--- src/hdl/setl_consts.vh ---
// constants shared by the switch event and thermal logic
// assumes inclusion by bare name from every design file of this block
`ifndef SETL_CONSTS_VH
`define SETL_CONSTS_VH

// ----------------------------------------------------------------
// geometry
// ----------------------------------------------------------------
`define SETL_NUM_IN        24
`define SETL_NUM_COM       12
`define SETL_WC_W          3

// ----------------------------------------------------------------
// event status layout
// ----------------------------------------------------------------
`define SETL_IST_W         3
`define SETL_IST_SSC       0
`define SETL_IST_OH        1
`define SETL_IST_COM       2
`define SETL_IST_RST       3'h0

// ----------------------------------------------------------------
// debounce selection codes
// ----------------------------------------------------------------
`define SETL_DBN_ANY       2'h0
`define SETL_DBN_TWO       2'h1
`define SETL_DBN_THREE     2'h2
`define SETL_DBN_FOUR      2'h3
`define SETL_DBN_RST       2'h0

// ----------------------------------------------------------------
// wetting current codes
// ----------------------------------------------------------------
`define SETL_WC_0MA        3'h0
`define SETL_WC_1MA        3'h1
`define SETL_WC_2MA        3'h2
`define SETL_WC_5MA        3'h3
`define SETL_WC_10MA       3'h4
`define SETL_WC_15MA       3'h5

// ----------------------------------------------------------------
// reset values
// ----------------------------------------------------------------
`define SETL_CNT_RST       2'h0
`define SETL_IN_RST        24'h000000
`define SETL_COM_RST       12'h000
`define SETL_WCV_RST       72'h000000000000000000

`endif

--- src/hdl/setl_chan_filter.v ---
// one switch input: reference status, edge qualification and debounce
// assumes sample_valid is a one-cycle pulse on core_clk per detection cycle
`timescale 1ns/10ps
`include "setl_consts.vh"

module setl_chan_filter (
  input  wire       core_clk,
  input  wire       rst_b,
  input  wire       scan_run,
  input  wire       sample_valid,
  input  wire       sample_above,
  input  wire [1:0] debounce_select,
  input  wire       rise_en,
  input  wire       fall_en,
  output reg        change_reg
);

  reg       ref_valid_reg;
  reg       ref_state_reg;
  reg [1:0] cnt_reg;

  // ----------------------------------------------------------------
  // detection
  // ----------------------------------------------------------------
  always @(posedge core_clk or negedge rst_b) begin
    if (!rst_b) begin
      ref_valid_reg <= 1'b0;
      ref_state_reg <= 1'b0;
      cnt_reg       <= `SETL_CNT_RST;
      change_reg    <= 1'b0;                                    // [RL6]
    end else begin
      change_reg <= 1'b0;
      if (!scan_run) begin
        cnt_reg       <= `SETL_CNT_RST;                         // [RL11]
        ref_valid_reg <= 1'b0;
      end else if (sample_valid) begin
        if (!ref_valid_reg) begin
          ref_state_reg <= sample_above;                        // [RL9]
          ref_valid_reg <= 1'b1;
          cnt_reg       <= `SETL_CNT_RST;
        end else if (sample_above != ref_state_reg) begin       // [RL26]
          // code n needs n+1 differing samples, crossing sample included
          if (cnt_reg == debounce_select) begin                 // [RL7] [RL8] [RL10] [RL12]
            ref_state_reg <= sample_above;
            cnt_reg       <= `SETL_CNT_RST;
            change_reg    <= (sample_above & rise_en) |         // [RL3] [RL5]
                             (~sample_above & fall_en);         // [RL4]
          end else begin
            cnt_reg <= cnt_reg + 2'h1;
          end
        end else begin
          // status fell back before being stable: start over
          cnt_reg <= `SETL_CNT_RST;
        end
      end
    end
  end

endmodule // setl_chan_filter

--- src/hdl/setl_wet_derate.v ---
// combinational wetting current derating for all inputs
// assumes the caller registers the result before it leaves the block
`timescale 1ns/10ps
`include "setl_consts.vh"

module setl_wet_derate (
  input  wire [71:0] wet_code_cfg,
  input  wire [23:0] input_is_sink,
  input  wire        overheat_live,
  input  wire        source_derate_disable,
  input  wire        sink_derate_disable,
  output wire [71:0] wet_code_eff
);

  function [2:0] derate_code;
    input [2:0] code;
    begin
      if (code == `SETL_WC_10MA || code == `SETL_WC_15MA)
        derate_code = `SETL_WC_2MA;                             // [RL16]
      else
        derate_code = code;
    end
  endfunction

  // ----------------------------------------------------------------
  // per input selection
  // ----------------------------------------------------------------
  genvar g;
  generate
    for (g = 0; g < `SETL_NUM_IN; g = g + 1) begin : g_in
      wire dis = input_is_sink[g] ? sink_derate_disable : source_derate_disable;
      wire [2:0] cfg = wet_code_cfg[g*3 +: 3];
      // derate only while warning is live and not disabled for this polarity
      assign wet_code_eff[g*3 +: 3] = (overheat_live && !dis) ? derate_code(cfg) : cfg; // [RL17] [RL20]
    end
  endgenerate

endmodule // setl_wet_derate

--- src/hdl/setl_event_logic.v ---
// switch event, interrupt status and overheat logic of the switch monitor
// assumes samples, enables and read strobe come from core_clk logic;
// cs_n, sclk and the sensor warning level are pins and are synchronised here
//
// Functional notes
// RL1: separate event enable per input, both modes
// RL2: shared threshold events have their own enable
// RL3: rising: now above, previously below threshold
// RL4: falling: now below, previously above threshold
// RL5: both edges: either crossing raises an event
// RL6: all input event enables off after reset
// RL7: debounce: any crossing, or 2/3/4 stable cycles
// RL8: code 11 needs four stable detection cycles
// RL9: reference status stored after first detection cycle
// RL10: debounce applies to comparator and ADC inputs
// RL11: debounce counter cleared when scan run drops
// RL12: reset debounce default is every crossing
// RL13: shared threshold events bypass debounce
// RL14: warning entry: alert low, flags, thermal bit
// RL15: live overheat status follows warning, not flags
// RL16: 10/15 mA derate to 2 mA unless disabled
// RL17: derated setting held while warning stays live
// RL18: cs rise after status read releases, clears
// RL19: no repeat warning interrupt while warning persists
// RL20: derate disable still gives interrupt and status
// RL21: warning exit: alert, flag, status clear, restore
// RL22: events kept until read; static alert only
// RL23: static alert held low until read ends
// RL24: status captured at first sclk rise, cleared after read
// RL25: sensor gives warning level, hysteresis resolved there
// RL26: previous result kept per input for comparison
`timescale 1ns/10ps
`include "setl_consts.vh"

module setl_event_logic (
  input  wire        core_clk,
  input  wire        rst_b,
  // scan and samples
  input  wire        scan_run,
  input  wire        sample_valid,
  input  wire [23:0] sample_above,
  input  wire [11:0] common_above,
  input  wire [23:0] input_is_adc,
  input  wire [23:0] input_is_sink,
  // configuration
  input  wire [1:0]  debounce_select,
  input  wire [23:0] comparator_event_enable_a,
  input  wire [23:0] comparator_event_enable_b,
  input  wire [23:0] adc_event_enable_1,
  input  wire [23:0] adc_event_enable_4,
  input  wire [1:0]  shared_threshold_enable,
  input  wire        source_derate_disable,
  input  wire        sink_derate_disable,
  input  wire [71:0] wet_code_cfg,
  // serial port
  input  wire        cs_n_pin,
  input  wire        sclk_pin,
  input  wire        status_read_cmd,
  // thermal sensor
  input  wire        overheat_warn_pin,
  // outputs
  output reg  [2:0]  int_stat_reg,
  output reg  [23:0] input_change_reg,
  output reg  [2:0]  int_stat_snap_reg,
  output reg  [23:0] input_change_snap_reg,
  output reg         alert_out_reg,
  output reg         alert_oe_reg,
  output reg         overheat_live_status,
  output reg         thermal_flag_reg,
  output reg  [71:0] wet_code_reg
);

  // ----------------------------------------------------------------
  // pin synchronisers
  // ----------------------------------------------------------------
  reg cs_meta_reg;
  reg cs_sync_reg;
  reg cs_prev_reg;
  reg sclk_meta_reg;
  reg sclk_sync_reg;
  reg sclk_prev_reg;
  reg warn_meta_reg;
  reg warn_sync_reg;
  reg warn_prev_reg;

  // reset to idle levels so no false edge follows reset
  always @(posedge core_clk or negedge rst_b) begin
    if (!rst_b) begin
      cs_meta_reg <= 1'b1;
      cs_sync_reg <= 1'b1;
      cs_prev_reg <= 1'b1;
    end else begin
      cs_meta_reg <= cs_n_pin;
      cs_sync_reg <= cs_meta_reg;
      cs_prev_reg <= cs_sync_reg;
    end
  end

  always @(posedge core_clk or negedge rst_b) begin
    if (!rst_b) begin
      sclk_meta_reg <= 1'b0;
      sclk_sync_reg <= 1'b0;
      sclk_prev_reg <= 1'b0;
    end else begin
      sclk_meta_reg <= sclk_pin;
      sclk_sync_reg <= sclk_meta_reg;
      sclk_prev_reg <= sclk_sync_reg;
    end
  end

  always @(posedge core_clk or negedge rst_b) begin
    if (!rst_b) begin
      warn_meta_reg <= 1'b0;
      warn_sync_reg <= 1'b0;
      warn_prev_reg <= 1'b0;
    end else begin
      warn_meta_reg <= overheat_warn_pin;
      warn_sync_reg <= warn_meta_reg;
      warn_prev_reg <= warn_sync_reg;
    end
  end

  function edge_up;
    input prev;
    input now;
    begin
      edge_up = now & ~prev;
    end
  endfunction

  function edge_down;
    input prev;
    input now;
    begin
      edge_down = prev & ~now;
    end
  endfunction

  wire cs_fall   = edge_down(cs_prev_reg, cs_sync_reg);
  wire cs_rise   = edge_up(cs_prev_reg, cs_sync_reg);
  wire sclk_rise = edge_up(sclk_prev_reg, sclk_sync_reg);
  // hysteresis lives in the sensor; only the level edges matter here
  wire warn_enter = edge_up(warn_prev_reg, warn_sync_reg);      // [RL25]
  wire warn_exit  = edge_down(warn_prev_reg, warn_sync_reg);    // [RL25]

  // ----------------------------------------------------------------
  // per input detectors
  // ----------------------------------------------------------------
  wire [23:0] chan_change;

  // the input's mode decides which enable pair applies
  function [23:0] pick_enable;
    input [23:0] is_adc;
    input [23:0] adc_en;
    input [23:0] comp_en;
    begin
      pick_enable = (is_adc & adc_en) | (~is_adc & comp_en);
    end
  endfunction

  wire [23:0] rise_sel = pick_enable(input_is_adc, adc_event_enable_1, comparator_event_enable_a); // [RL1]
  wire [23:0] fall_sel = pick_enable(input_is_adc, adc_event_enable_4, comparator_event_enable_b); // [RL1]

  genvar g;
  generate
    for (g = 0; g < `SETL_NUM_IN; g = g + 1) begin : g_chan
      setl_chan_filter u_filter (
        .core_clk        (core_clk),
        .rst_b           (rst_b),
        .scan_run        (scan_run),
        .sample_valid    (sample_valid),
        .sample_above    (sample_above[g]),
        .debounce_select (debounce_select),
        .rise_en         (rise_sel[g]),
        .fall_en         (fall_sel[g]),
        .change_reg      (chan_change[g])
      );
    end
  endgenerate

  // ----------------------------------------------------------------
  // shared threshold, evaluated without debounce
  // ----------------------------------------------------------------
  reg [11:0] com_prev_reg;
  reg        com_valid_reg;
  reg        com_event_reg;

  wire [11:0] com_up   = common_above & ~com_prev_reg;
  wire [11:0] com_down = ~common_above & com_prev_reg;

  always @(posedge core_clk or negedge rst_b) begin
    if (!rst_b) begin
      com_prev_reg  <= `SETL_COM_RST;
      com_valid_reg <= 1'b0;
      com_event_reg <= 1'b0;
    end else begin
      com_event_reg <= 1'b0;
      if (!scan_run) begin
        com_valid_reg <= 1'b0;
      end else if (sample_valid) begin
        com_prev_reg  <= common_above;
        com_valid_reg <= 1'b1;
        // one sample is enough: no stability count here
        com_event_reg <= com_valid_reg &&                       // [RL13]
                         (((|com_up) && shared_threshold_enable[0]) ||   // [RL2]
                          ((|com_down) && shared_threshold_enable[1]));  // [RL2]
      end
    end
  end

  // ----------------------------------------------------------------
  // serial transaction tracking
  // ----------------------------------------------------------------
  reg capture_armed_reg;
  reg read_seen_reg;

  always @(posedge core_clk or negedge rst_b) begin
    if (!rst_b) begin
      capture_armed_reg <= 1'b0;
    end else if (cs_fall) begin
      capture_armed_reg <= 1'b1;
    end else if (sclk_rise || cs_sync_reg) begin
      capture_armed_reg <= 1'b0;
    end
  end

  // a read only counts inside a frame
  always @(posedge core_clk or negedge rst_b) begin
    if (!rst_b) begin
      read_seen_reg <= 1'b0;
    end else if (cs_fall || cs_rise) begin
      read_seen_reg <= 1'b0;
    end else if (status_read_cmd && !cs_sync_reg) begin
      read_seen_reg <= 1'b1;
    end
  end

  wire capture_now = capture_armed_reg & sclk_rise;
  wire clear_now   = cs_rise & read_seen_reg;                   // [RL18]

  always @(posedge core_clk or negedge rst_b) begin
    if (!rst_b) begin
      int_stat_snap_reg <= `SETL_IST_RST;
    end else if (capture_now) begin
      int_stat_snap_reg <= int_stat_reg;                        // [RL24]
    end
  end

  always @(posedge core_clk or negedge rst_b) begin
    if (!rst_b) begin
      input_change_snap_reg <= `SETL_IN_RST;
    end else if (capture_now) begin
      input_change_snap_reg <= input_change_reg;                // [RL24]
    end
  end

  // ----------------------------------------------------------------
  // event status
  // ----------------------------------------------------------------
  wire       ssc_event = |chan_change;
  wire       oh_event  = warn_enter | warn_exit;                // [RL14] [RL19] [RL21]
  wire [2:0] ist_set   = {com_event_reg, oh_event, ssc_event};
  wire       any_event = |ist_set;

  reg [2:0]  int_stat_next;
  reg [23:0] input_change_next;

  always @* begin
    int_stat_next     = int_stat_reg;
    input_change_next = input_change_reg;
    // only what the host saw is cleared; a new event survives the clear
    if (clear_now) begin
      int_stat_next     = int_stat_next & ~int_stat_snap_reg;   // [RL24]
      input_change_next = input_change_next & ~input_change_snap_reg;
    end
    int_stat_next     = int_stat_next | ist_set;                // [RL22]
    input_change_next = input_change_next | chan_change;
  end

  always @(posedge core_clk or negedge rst_b) begin
    if (!rst_b) begin
      int_stat_reg <= `SETL_IST_RST;
    end else begin
      int_stat_reg <= int_stat_next;
    end
  end

  always @(posedge core_clk or negedge rst_b) begin
    if (!rst_b) begin
      input_change_reg <= `SETL_IN_RST;
    end else begin
      input_change_reg <= input_change_next;
    end
  end

  // ----------------------------------------------------------------
  // alert pin, static scheme only
  // ----------------------------------------------------------------
  always @(posedge core_clk or negedge rst_b) begin
    if (!rst_b) begin
      alert_out_reg <= 1'b0;
      alert_oe_reg  <= 1'b0;
    end else begin
      alert_out_reg <= 1'b0;
      if (any_event)
        alert_oe_reg <= 1'b1;                                   // [RL14] [RL21] [RL23]
      else if (clear_now)
        alert_oe_reg <= 1'b0;                                   // [RL18] [RL23]
    end
  end

  // ----------------------------------------------------------------
  // thermal status and wetting current
  // ----------------------------------------------------------------
  wire [71:0] wet_code_eff;

  setl_wet_derate u_derate (
    .wet_code_cfg          (wet_code_cfg),
    .input_is_sink         (input_is_sink),
    .overheat_live         (warn_sync_reg),
    .source_derate_disable (source_derate_disable),
    .sink_derate_disable   (sink_derate_disable),
    .wet_code_eff          (wet_code_eff)
  );

  always @(posedge core_clk or negedge rst_b) begin
    if (!rst_b) begin
      overheat_live_status <= 1'b0;
      thermal_flag_reg     <= 1'b0;
    end else begin
      overheat_live_status <= warn_sync_reg;                    // [RL15] [RL21]
      // thermal bit in every status word while warning or its flag is up
      thermal_flag_reg     <= warn_sync_reg | int_stat_next[`SETL_IST_OH]; // [RL14]
    end
  end

  // derated codes leave the block only through this register
  always @(posedge core_clk or negedge rst_b) begin
    if (!rst_b) begin
      wet_code_reg <= `SETL_WCV_RST;
    end else begin
      wet_code_reg <= wet_code_eff;                             // [RL16] [RL17] [RL20] [RL21]
    end
  end

endmodule // setl_event_logic

--- config.mk ---
export PLATFORM = sky130hd
export DESIGN_NAME = setl_event_logic
export DESIGN_NICKNAME = d
export VERILOG_FILES = /design/src/hdl/setl_chan_filter.v /design/src/hdl/setl_wet_derate.v /design/src/hdl/setl_event_logic.v
export VERILOG_INCLUDE_DIRS = /design/src /design/src/hdl
export SDC_FILE = /design/constraint.sdc
export NUM_CORES = 1
export LEC_CHECK = 0
export ABC_AREA = 1
export BUFFER_PORTS_ARGS = -buffer_cell sky130_fd_sc_hd__buf_2
export CAP_MARGIN = 0
export CORE_MARGIN = 4
export CORE_UTILIZATION = 54
export CTS_CLUSTER_DIAMETER = 120
export CTS_CLUSTER_SIZE = 16
export DETAILED_ROUTE_END_ITERATION = 10
export MAX_ROUTING_LAYER = met4
export PLACE_DENSITY = 0.81
export SLEW_MARGIN = 20
export SYNTH_ARGS = -nofsm -noshare
export SYNTH_HDL_FRONTEND = slang
export SYNTH_HIERARCHICAL = 1
export SYNTH_SLANG_ARGS = --single-unit
export TNS_END_PERCENT = 20
--- constraint.sdc ---
create_clock -name core_clk -period 1.9 [get_ports core_clk]
set_clock_uncertainty 0.05 [all_clocks]
set_input_delay 0.475 -clock core_clk [delete_from_list [all_inputs] [get_ports core_clk]]
set_output_delay 0.475 -clock core_clk [all_outputs]
set_load 0.03 [all_outputs]
==> flow_metrics.env, run 1 <==
export IMPL_outcome="finished clean"
export IMPL_die_w_um=175.5
export IMPL_path_class="flip-flop to output pin"
export IMPL_cts_tree="done"
export IMPL_dieArea_um2=30810
export IMPL_synth_mux_area_share_pct=6.067
export IMPL_synth_edf_count=0
export IMPL_clockPowerShare_pct=27.0
export IMPL_cts_made_buffers=21
export IMPL_yosys_cell_count_top_type="nand2_1"
export IMPL_syn_inst=2083
export IMPL_p_comb_share_pct=26.5
export IMPL_rsz0062_at_grt="no"
export IMPL_first_global_vias=14085
export IMPL_power_switching_mw=5.299
export IMPL_clockBufferDepth=3
export IMPL_pwr_share_seq_pct=46.5
export IMPL_synth_simple_area_share_pct=34.18
export IMPL_synth_largest_area_cell="dfrtp_1"
export IMPL_wl_mm=41.12
export IMPL_largest_register_ffs=72
export IMPL_num_nets_final=2773
export IMPL_fin_setup_tns_ns=0
export IMPL_cts_root_buf="clkbuf_16"
export IMPL_fmax_mhz=583.9
export IMPL_ioPinCount=396
export IMPL_drt_initial_drc_count=923
export IMPL_critical_path_endpoint_type="output pin"
export IMPL_grt_max_degree=54
export IMPL_die_y_um=175.5
export IMPL_grt_overflow_total=0
export IMPL_cp_start_kind="flip-flop"
export IMPL_viasPerCell=4.962
export IMPL_antenna_found_initial=6
export IMPL_relSlewSlack_pct=66.13
export IMPL_core_area_um2=27710
export IMPL_placed_cell_area_um2=17740
export IMPL_first_pass_iters=6
export IMPL_synth_compound_area_share_pct=2.757
export IMPL_synth_xor_area_share_pct=1.445
export IMPL_finalCritPeriodShare_pct=90.13
export IMPL_cp_buffers_inverters=1
export IMPL_path_cells="buf_2"
export IMPL_async_flop_share_pct=100.0
export IMPL_worst_slew_pin_slew_ns=0.5081
export IMPL_drive_above_1_share_pct=25.85
export IMPL_period_minus_slack_ns=1.713
export IMPL_crit_path_max_fanout=3
export IMPL_cts_resized=0
export IMPL_synth_top_family_by_area="simple AND/OR/NAND/NOR gates"
export IMPL_drv_cap=0
export IMPL_cts_sinks=273
export IMPL_synth_seq_cells=273
export IMPL_drc_errors=0
export IMPL_finalSetupViolations=0
export IMPL_avgRoutedWirePerCell_um=14.20
export IMPL_synth_cell_type_count=30
export IMPL_report_final_hold_viol_count=0
export IMPL_crit_required_ns=1.37
export IMPL_switching_share_pct=34.73
export IMPL_p_leak_nw=11.14
export IMPL_synthTopCellsByArea="dfrtp_1 (45%), nand2_1 (22%), inv_1 (7.8%), mux2_2 (4.1%), nand3_1 (3.4%)"
export IMPL_netlist_top_cells_count="nand2_1 (888), inv_1 (313), dfrtp_1 (270)"
export IMPL_p_int_mw=9.961
export IMPL_hpwl_mm=31.26
export IMPL_postCtsSetupBuffers=0
export IMPL_grt_pass1_wl_mm=65.72
export IMPL_postRouteAntennaNets=0
export IMPL_synth_area_um2=15160
export IMPL_vdd_drop_max_uv=482.4
export IMPL_synthFlopType="dfrtp_1"
export IMPL_clkLatencyLatePin_ns=0.52
export IMPL_synth_top_area_share_pct=44.58
export IMPL_areaGrowthSynthToFinish_pct=21.20
export IMPL_fp_row_count=61
export IMPL_synth_fa_ha_area_share_pct=0.1651
export IMPL_final_design_area_no_fill_um2=18370
export IMPL_maxSlewViolCount=0
export IMPL_via_count=14369
export IMPL_cp_slowest_stage_delay_ns=0.41
export IMPL_cts_max_level=1
export IMPL_crit_arrival_ns=1.19
export IMPL_gp_congestion=0.9208
export IMPL_pwr_density_cell_nw_per_um2=830.7
export IMPL_track_usage_pct=26.47
export IMPL_critical_path_top_delay_family="flip-flops"
export IMPL_hold_class="input port to flip-flop"
export IMPL_io_buffers=394
export IMPL_clk_pin_slew_ns=0.08
export IMPL_cp_slowest_cell="dfrtp_1"
export IMPL_synth_avg_cell_area_um2=7.277
export IMPL_yosysWarningCount=6
export IMPL_ys_seq_area_share_pct=45.10
export IMPL_initial_core_util_pct=54.71
export IMPL_syn_num_nets=2351
-- path summary, 6_finish.rpt --
| kind | startpoint | endpoint | slack, ns | depth (start not counted) |
|---|---|---|---|---|
| setup / recovery | input_change_reg[7] | input_change_reg[7] | 0.19 | 1 |
| hold / removal | wet_code_cfg[63] | wet_code_reg[63] | 0.12 | 3 |
| setup reg to reg | cs_sync_reg | input_change_reg[18] | 0.33 | 5 |
| hold reg to reg | sclk_meta_reg | sclk_sync_reg | 0.30 | 0 |
| max in group asynchronous | rst_b | g_chan[13].u_filter/change_reg | 0.70 | 3 |
| min in group asynchronous | rst_b | wet_code_reg[56] | 0.44 | 2 |
-- cell families after synthesis --
kind of cell,Yosys count
compound gates,70
xor+xnor,25
fa+ha+maj,2
buf+inv,385
flops,273
mux,75
other cells,1
simple gates,1252
-- power by group through the flow --
stage / Combinational [mW] / Sequential, mW / Clock [mW]
5_1_grt: 4.43 / 7.18 / 4.43
3_3_place_gp: 3.92 / 7.15 / 0
2_1_floorplan: 1.62 / 7.98 / 0
3_5_place_dp: 4.05 / 7.18 / 0
6_report: 4.05 / 7.09 / 4.13
4_1_cts: 4.06 / 7.08 / 4.21
-- per-layer routing --
layer / GRT usage [%] / part of all wire (%) / vias up
met4: 9.942 / 3.5 / 0
li1: - / - / 7132
met1: 29.97 / 39 / 6643
met3: 4.994 / 7.2 / 106
met2: 46.81 / 50 / 488
met5: - / 0 / -
-- cell usage in the layout, fill, tap and decap left out, types with 11 or more instances in the layout --
| cell | netlist | routed |
|---|---|---|
| dfrtp_1 | 270 | 270 |
| buf_2 | 8 | 393 |
| xor2_1 | 25 | 25 |
| nor2_2 | 30 | 30 |
| a21boi_0 | 24 | 24 |
| buf_12 | 3 | 11 |
| nand4_1 | 54 | 54 |
| inv_2 | 48 | 48 |
| nand2_2 | 48 | 48 |
| nand2_1 | 888 | 888 |
| mux2_2 | 55 | 55 |
| mux2_4 | 20 | 20 |
| o21ai_0 | 15 | 15 |
| buf_4 | 8 | 13 |
| a21oi_1 | 28 | 28 |
| inv_1 | 313 | 313 |
| clkbuf_16 | 0 | 21 |
| nand3_1 | 103 | 103 |
| nor2_1 | 125 | 125 |
-- tightest hold or removal path, stage by stage --
cell and delay [ns]:
buf_2 0.09, nand2_1 0.05, nand2_1 0.06
-- final cells by class --
class	instances	area, um2
multi-input combinational	1425	6765
timing repair buffer	422	2340
clock buffer	27	548.0
fill	2310	9335
tap	378	473.0
antenna	7	17.52
clock inverter	2	25.02
sequential	273	6835
inverter	362	1366
-- timing repair --
item,4_1_cts,5_1_grt
hold buffers,4,0
endpoints found under the hold margin,37,0
endpoints found under the setup margin,0,0
-- stage by stage --
step / power, mW / worst slack, ns / hold slack [ns] / instances / util, %
floorplan: 9.602 / 0.4549 / 0.1294 / 2083 / -
global placement: 11.07 / 0.3571 / 0.2866 / 2856 / 64.03
detailed placement: 11.23 / 0.3199 / 0.2949 / 2856 / 64.03
CTS: 15.35 / 0.1554 / 0.1025 / 2889 / 66.24
global route: 16.04 / 0.1399 / 0.1168 / 2895 / 66.30
finish: 15.26 / 0.1875 / 0.1224 / 2896 / 66.31
(Power assumes the default switching activity.)
==> run 2, diff against run 1 <==
- CORE_UTILIZATION: 54 -> 49
- PLACE_DENSITY: 0.81 -> 0.78
- clock period: 1.9 -> 1.48 ns (I/O delays scaled with it)
==> run 2 against run 1 <==
The flow now finishes with violations (negative setup slack). Global-route usage decreased by 1.3 points. Critical path type unchanged. Critical path depth unchanged. Worst hold slack got worse by 0.095 ns. Combinational power increased by 58%. Sequential cell count unchanged.
==> flow_metrics.env, run 2 (same netlist as run 1, synthesis figures left out) <==
export IMPL_initial_core_util_pct=49.55
export IMPL_wl_mm=43.33
export IMPL_crit_required_ns=1.06
export IMPL_place_ws_ns=-0.02171
export IMPL_period_minus_slack_ns=1.532
export IMPL_fmax_mhz=652.7
export IMPL_rsz0062_at_grt="yes"
export IMPL_rrSetupSlack_ns=0.05
export IMPL_gp_congestion=0.9373
export IMPL_vdd_drop_max_uv=761.0
export IMPL_crit_reg2reg_launch="cs_sync_reg"
export IMPL_critPathLaunch="input_change_reg[12]"
export IMPL_hpwl_mm=32.02
export IMPL_place_inst=2892
export IMPL_timing_rr_end="thermal_flag_reg"
export IMPL_cts_made_buffers=21
export IMPL_clockBufferDepth=3
export IMPL_worst_slack_ns=-0.05214
export IMPL_hold_slack_ns=0.02713
export IMPL_io_buffers=394
export IMPL_die_y_um=183.9
export IMPL_violations="negative setup slack"
export IMPL_num_nets_final=2831
export IMPL_n_fill_cell=2467
export IMPL_placed_cell_area_um2=17970
export IMPL_antenna_found_initial=1
export IMPL_cts_max_level=1
export IMPL_grt_pass1_wl_mm=68.61
export IMPL_report_final_hold_viol_count=0
export IMPL_crit_cells=1
export IMPL_drive_above_1_share_pct=27.15
export IMPL_via_count=14721
export IMPL_viasPerCell=4.957
export IMPL_grt_max_degree=59
export IMPL_path_class="flip-flop to output pin"
export IMPL_clk_pin_slew_ns=0.08
export IMPL_crit_arrival_ns=1.11
export IMPL_final_common_cell="nand2_1"
export IMPL_crit_path_max_fanout=2
export IMPL_drv_cap=0
export IMPL_cp_start_kind="flip-flop"
export IMPL_path_cells="buf_6"
export IMPL_areaGrowthSynthToFinish_pct=30.16
export IMPL_largest_register_ffs=72
export IMPL_cp_slowest_stage_delay_ns=0.44
export IMPL_critical_path_top_delay_family="flip-flops"
export IMPL_hold_class="input port to flip-flop"
export IMPL_first_global_vias=14492
export IMPL_finalCritPeriodShare_pct=103.5
export IMPL_cp_endpoint="input_change_reg[12]"
export IMPL_outcome="complete, but fails checks"
export IMPL_cts_tree="done"
export IMPL_finalSetupViolations=58
export IMPL_ioPinCount=396
export IMPL_critical_path_endpoint_type="output pin"
export IMPL_cp_slowest_cell="dfrtp_1"
export IMPL_p_leak_nw=11.67
export IMPL_fin_setup_tns_ns=-1.074
export IMPL_drc_errors=0
export IMPL_track_usage_pct=25.17
export IMPL_first_pass_iters=5
export IMPL_die_w_um=183.9
export IMPL_final_cell_mix="nand2_1 (888), inv_1 (313), dfrtp_1 (270), buf_2 (265), buf_6 (128)"
export IMPL_postRouteAntennaNets=0
export IMPL_clkLatencyLatePin_ns=0.51
export IMPL_cts_sinks=273
export IMPL_dieArea_um2=33810
export IMPL_avgRoutedWirePerCell_um=14.59
export IMPL_relSlewSlack_pct=65.59
export IMPL_worst_slew_pin_slew_ns=0.5162
export IMPL_cts_root_buf="clkbuf_16"
export IMPL_pwr_density_cell_nw_per_um2=1059
export IMPL_final_design_area_no_fill_um2=19730
export IMPL_drt_initial_drc_count=839
export IMPL_maxSlewViolCount=0
export IMPL_cp_buffers_inverters=1
export IMPL_grt_overflow_total=0
export IMPL_fp_row_count=64
export IMPL_instances_no_fill=2970
export IMPL_r2r_cells=5
export IMPL_core_area_um2=30590
run 2: cell types whose count changed in the layout (fill, tap and decap cells not counted), sizes merged:
cell / change
clkbuf: +3
inv: -1
buf: +49
dlygate4sd3: +9
diode: -4
run 2: timing repair:
| item | CTS | global route |
|---|---|---|
| hold buffers | 13 | 0 |
| gates resized for setup | 253 | 6 |
| endpoints found under the setup margin | 128 | 130 |
| cloned | 0 | 0 |
| setup buffers | 23 | 8 |
| hold endpoints to repair | 128 | 0 |
run 2: worst min-delay path by stage:
| stage | from | depth (start not counted) | end |
|---|---|---|---|
| after floorplan | rst_b | 0 | alert_oe_reg |
| after global placement | rst_b | 1 | wet_code_reg[51] |
| after detailed placement | rst_b | 1 | wet_code_reg[52] |
| after CTS | wet_code_cfg[36] | 3 | wet_code_reg[36] |
| after global routing | wet_code_cfg[27] | 3 | wet_code_reg[27] |
| final | wet_code_cfg[61] | 3 | wet_code_reg[61] |
run 2: per-stage QoR:
step	util (%)	power, mW
after CTS	64.21	20.94
after detailed placement	58.75	14.47
final	64.50	20.90
after global routing	64.48	21.95
after floorplan	-	12.33
after global placement	58.75	14.26
run 2: where the power goes:
group,switching [mW],internal [mW]
Combinational,3.55,2.85
Clock,2.64,2.64
Sequential,0.863,8.36
run 2: final cells by class:
cell class	count	area, um2	share of cell area (%)
Inverter	362	1366	6.925
Clock inverter	1	16.27	0.08245
Multi-Input combinational cell	1425	6768	34.30
Clock buffer	30	559.3	2.835
Sequential cell	273	6835	34.65
Tap cell	396	495.5	2.511
Timing Repair Buffer	480	3681	18.66
Antenna cell	3	7.507	0.03805
run 2: routing by layer:
metal	vias up	track usage, %	wire, um
met5	-	-	0
met4	0	9.435	1800
met3	111	4.096	3001
met2	495	44.48	21930
met1	6875	28.75	16600
li1	7240	-	-
==> run 3, diff against run 2 <==
- CORE_UTILIZATION: 49 -> 46
- PLACE_DENSITY: 0.78 -> 0.77
- SYNTH_HIERARCHICAL: 1 -> default
==> run 3 against run 2 <==
Critical path depth unchanged. Largest cell class unchanged. Sequential share of layout area up 3.9 points. Count of clock-buffer cells in the layout down 4. Critical path type unchanged. Largest power group unchanged. Sequential power down 4.9%. Register-to-register slack better by 0.02 ns. The run still ends with negative setup slack left. Via count down 21%. Design area down 18%. Highest routed layer unchanged. Fmax up 0.23%. Cell count down 23%.
==> flow_metrics.env, run 3 <==
export IMPL_cp_start_kind="flip-flop"
export IMPL_finish_utilization_pct=62.24
export IMPL_grt_max_degree=51
export IMPL_ys_seq_area_share_pct=51.52
export IMPL_p_leak_nw=8.737
export IMPL_cp_buffers_inverters=1
export IMPL_cp_slowest_cell="dfrtp_1"
export IMPL_grt_overflow_total=0
export IMPL_grt_pass1_wl_mm=56.86
export IMPL_synth_edf_count=0
export IMPL_worst_slack_ns=-0.04864
export IMPL_diodes=0
export IMPL_dieArea_um2=28970
export IMPL_initial_core_util_pct=46.57
export IMPL_synthFlopType="dfrtp_1"
export IMPL_syn_num_nets=1753
export IMPL_clk_pin_slew_ns=0.07
export IMPL_wl_met2_mm=19.14
export IMPL_cts_tree="done"
export IMPL_crit_arrival_ns=1.11
export IMPL_route_met3_wl_mm=2.479
export IMPL_report_final_hold_viol_count=0
export IMPL_ioPinCount=396
export IMPL_synth_cell_type_count=45
export IMPL_synth_area_um2=12100
export IMPL_crit_required_ns=1.06
export IMPL_areaGrowthSynthToFinish_pct=33.64
export IMPL_clkLatencyLatePin_ns=0.50
export IMPL_synthTopCellsByArea="dfrtp_1 (51%), nand2_1 (15%), inv_1 (6.2%), nor2_1 (3.9%), nand3_1 (3.8%)"
export IMPL_core_area_um2=25980
export IMPL_final_common_cell="nand2_1"
export IMPL_finalSetupViolations=34
export IMPL_drv_cap=0
export IMPL_first_pass_iters=7
export IMPL_via_count=11593
export IMPL_maxSlewViolCount=0
export IMPL_cts_made_buffers=19
export IMPL_finalCritPeriodShare_pct=103.3
export IMPL_synth_largest_area_cell="dfrtp_1"
export IMPL_die_w_um=170.2
export IMPL_path_class="flip-flop to output pin"
export IMPL_outcome="complete, but fails checks"
export IMPL_pwr_density_cell_nw_per_um2=1249
export IMPL_period_minus_slack_ns=1.529
export IMPL_place_inst=2220
export IMPL_violations="negative setup slack"
export IMPL_final_cell_mix="nand2_1 (468), buf_2 (291), dfrtp_1 (246), inv_1 (200), nor2_1 (125)"
export IMPL_viasPerCell=5.098
export IMPL_syn_inst=1485
export IMPL_cts_root_buf="clkbuf_16"
export IMPL_total_power_mw=20.19
export IMPL_cts_sinks=249
export IMPL_gp_congestion=0.9237
export IMPL_hold_slack_ns=0.02558
export IMPL_hpwl_mm=28.42
export IMPL_fmax_mhz=654.2
export IMPL_synth_top_area_share_pct=50.87
export IMPL_hold_class="input port to flip-flop"
export IMPL_avgRoutedWirePerCell_um=16.55
export IMPL_io_buffers=394
export IMPL_track_usage_pct=25.10
export IMPL_num_nets_final=2200
export IMPL_synth_avg_cell_area_um2=8.149
export IMPL_path_cells="buf_6"
export IMPL_routed_top_layer="met4"
export IMPL_m1WireLength_mm=14.57
export IMPL_largest_register_ffs=72
export IMPL_wl_mm=37.63
export IMPL_async_flop_share_pct=100.0
export IMPL_critical_path_top_delay_family="flip-flops"
export IMPL_cp_slowest_stage_delay_ns=0.44
export IMPL_clockBufferDepth=3
export IMPL_rsz0062_at_grt="yes"
export IMPL_crit_path_max_fanout=3
export IMPL_drive_above_1_share_pct=28.67
export IMPL_antenna_found_initial=0
export IMPL_drc_errors=0
export IMPL_drt_initial_drc_count=703
export IMPL_postRouteAntennaNets=0
export IMPL_yosys_cell_count_top_type="nand2_1"
export IMPL_critical_path_endpoint_type="output pin"
export IMPL_yosysWarningCount=0
export IMPL_die_y_um=170.2
export IMPL_netlist_top_cells_count="nand2_1 (468), dfrtp_1 (246), inv_1 (201)"
export IMPL_vdd_drop_max_uv=875.9
export IMPL_fp_row_count=59
export IMPL_instances_no_fill=2274
export IMPL_first_global_vias=11207
export IMPL_cts_max_level=1
export IMPL_synth_seq_cells=249
## run 3: cell types whose count changed in the layout (fill, tap and decap cells not counted), sizes merged, moves of 24 or more
cell and delta:
xnor2 +29, nand2 -467, nor2 -27, dfrtp -24
o21ai +40, inv -155, nand4 -34, a31oi +32
mux2 -48
## run 3: stage by stage
step	setup WS [ns]	cell area (um2)	TNS (ns)
after floorplan	0.03095	12100	0
after global placement	-0.2351	14760	-0.5337
after detailed placement	-0.2933	14760	-0.7131
after CTS	-0.05971	15960	-1.758
after global routing	-0.07725	16170	-2.983
final	-0.04864	16170	-0.3243
## run 3: what timing repair did
| item | CTS | global route |
|---|---|---|
| buffers inserted | 10 | 11 |
| hold buffers | 5 | 0 |
| setup endpoints to repair | 102 | 133 |
| pin swaps | 0 | 0 |
| gates resized for setup | 181 | 31 |
| endpoints found under the hold margin | 201 | 0 |
## run 3: cells by family (layout without fill, tap and decap cells)
kind of cell / Yosys count / in the layout / synth area share (%)
DFF: 249 / 249 / 51.52
other: 1 / 1 / 0.03099
and+or+nand+nor: 733 / 733 / 24.75
xor gates and xnor gates: 51 / 51 / 3.691
muxes: 27 / 27 / 2.512
adders and majority gates: 2 / 2 / 0.2067
buffers and inverters: 247 / 701 / 8.416
AOI/OAI and AO/OA: 175 / 175 / 8.871
## run 3: final cells by class
class                   instances  area [um2]
well taps                     335       419.2
clock inverters                 2       17.52
inverters                     206       775.7
clock buffers                  26       501.7
repair buffers                467        3282
fillers                      2097        9812
flip-flops and latches        249        6235
multi-input cells             989        4942
## run 3: worst paths after layout
| kind | start | to | slack (ns) | cells after the start |
|---|---|---|---|---|
| worst max-delay path | input_change_reg[21] | input_change_reg[21] | -0.05 | 1 |
| worst min-delay path | wet_code_cfg[18] | wet_code_reg[18] | 0.03 | 3 |
| worst max register to register | cs_sync_reg | alert_oe_reg | 0.07 | 5 |
| worst min register to register | warn_meta_reg | warn_sync_reg | 0.30 | 0 |
| max in group asynchronous | rst_b | g_chan[14].u_filter.ref_state_reg | 0.54 | 3 |
| min in group asynchronous | rst_b | wet_code_reg[7] | 0.26 | 2 |
## run 3: power breakdown
part	leakage (nW)	total (mW)	internal (mW)	switching, mW
Clock	0.251	4.78	2.38	2.40
Combinational	5.35	6.64	2.90	3.74
Sequential	3.14	8.77	7.83	0.944
## run 3: metal layers
metal / vias up / track usage (%)
li1: 5582 / -
met1: 5510 / 29.92
met2: 415 / 43.81
met3: 86 / 3.345
met4: 0 / 8.750
met5: - / -
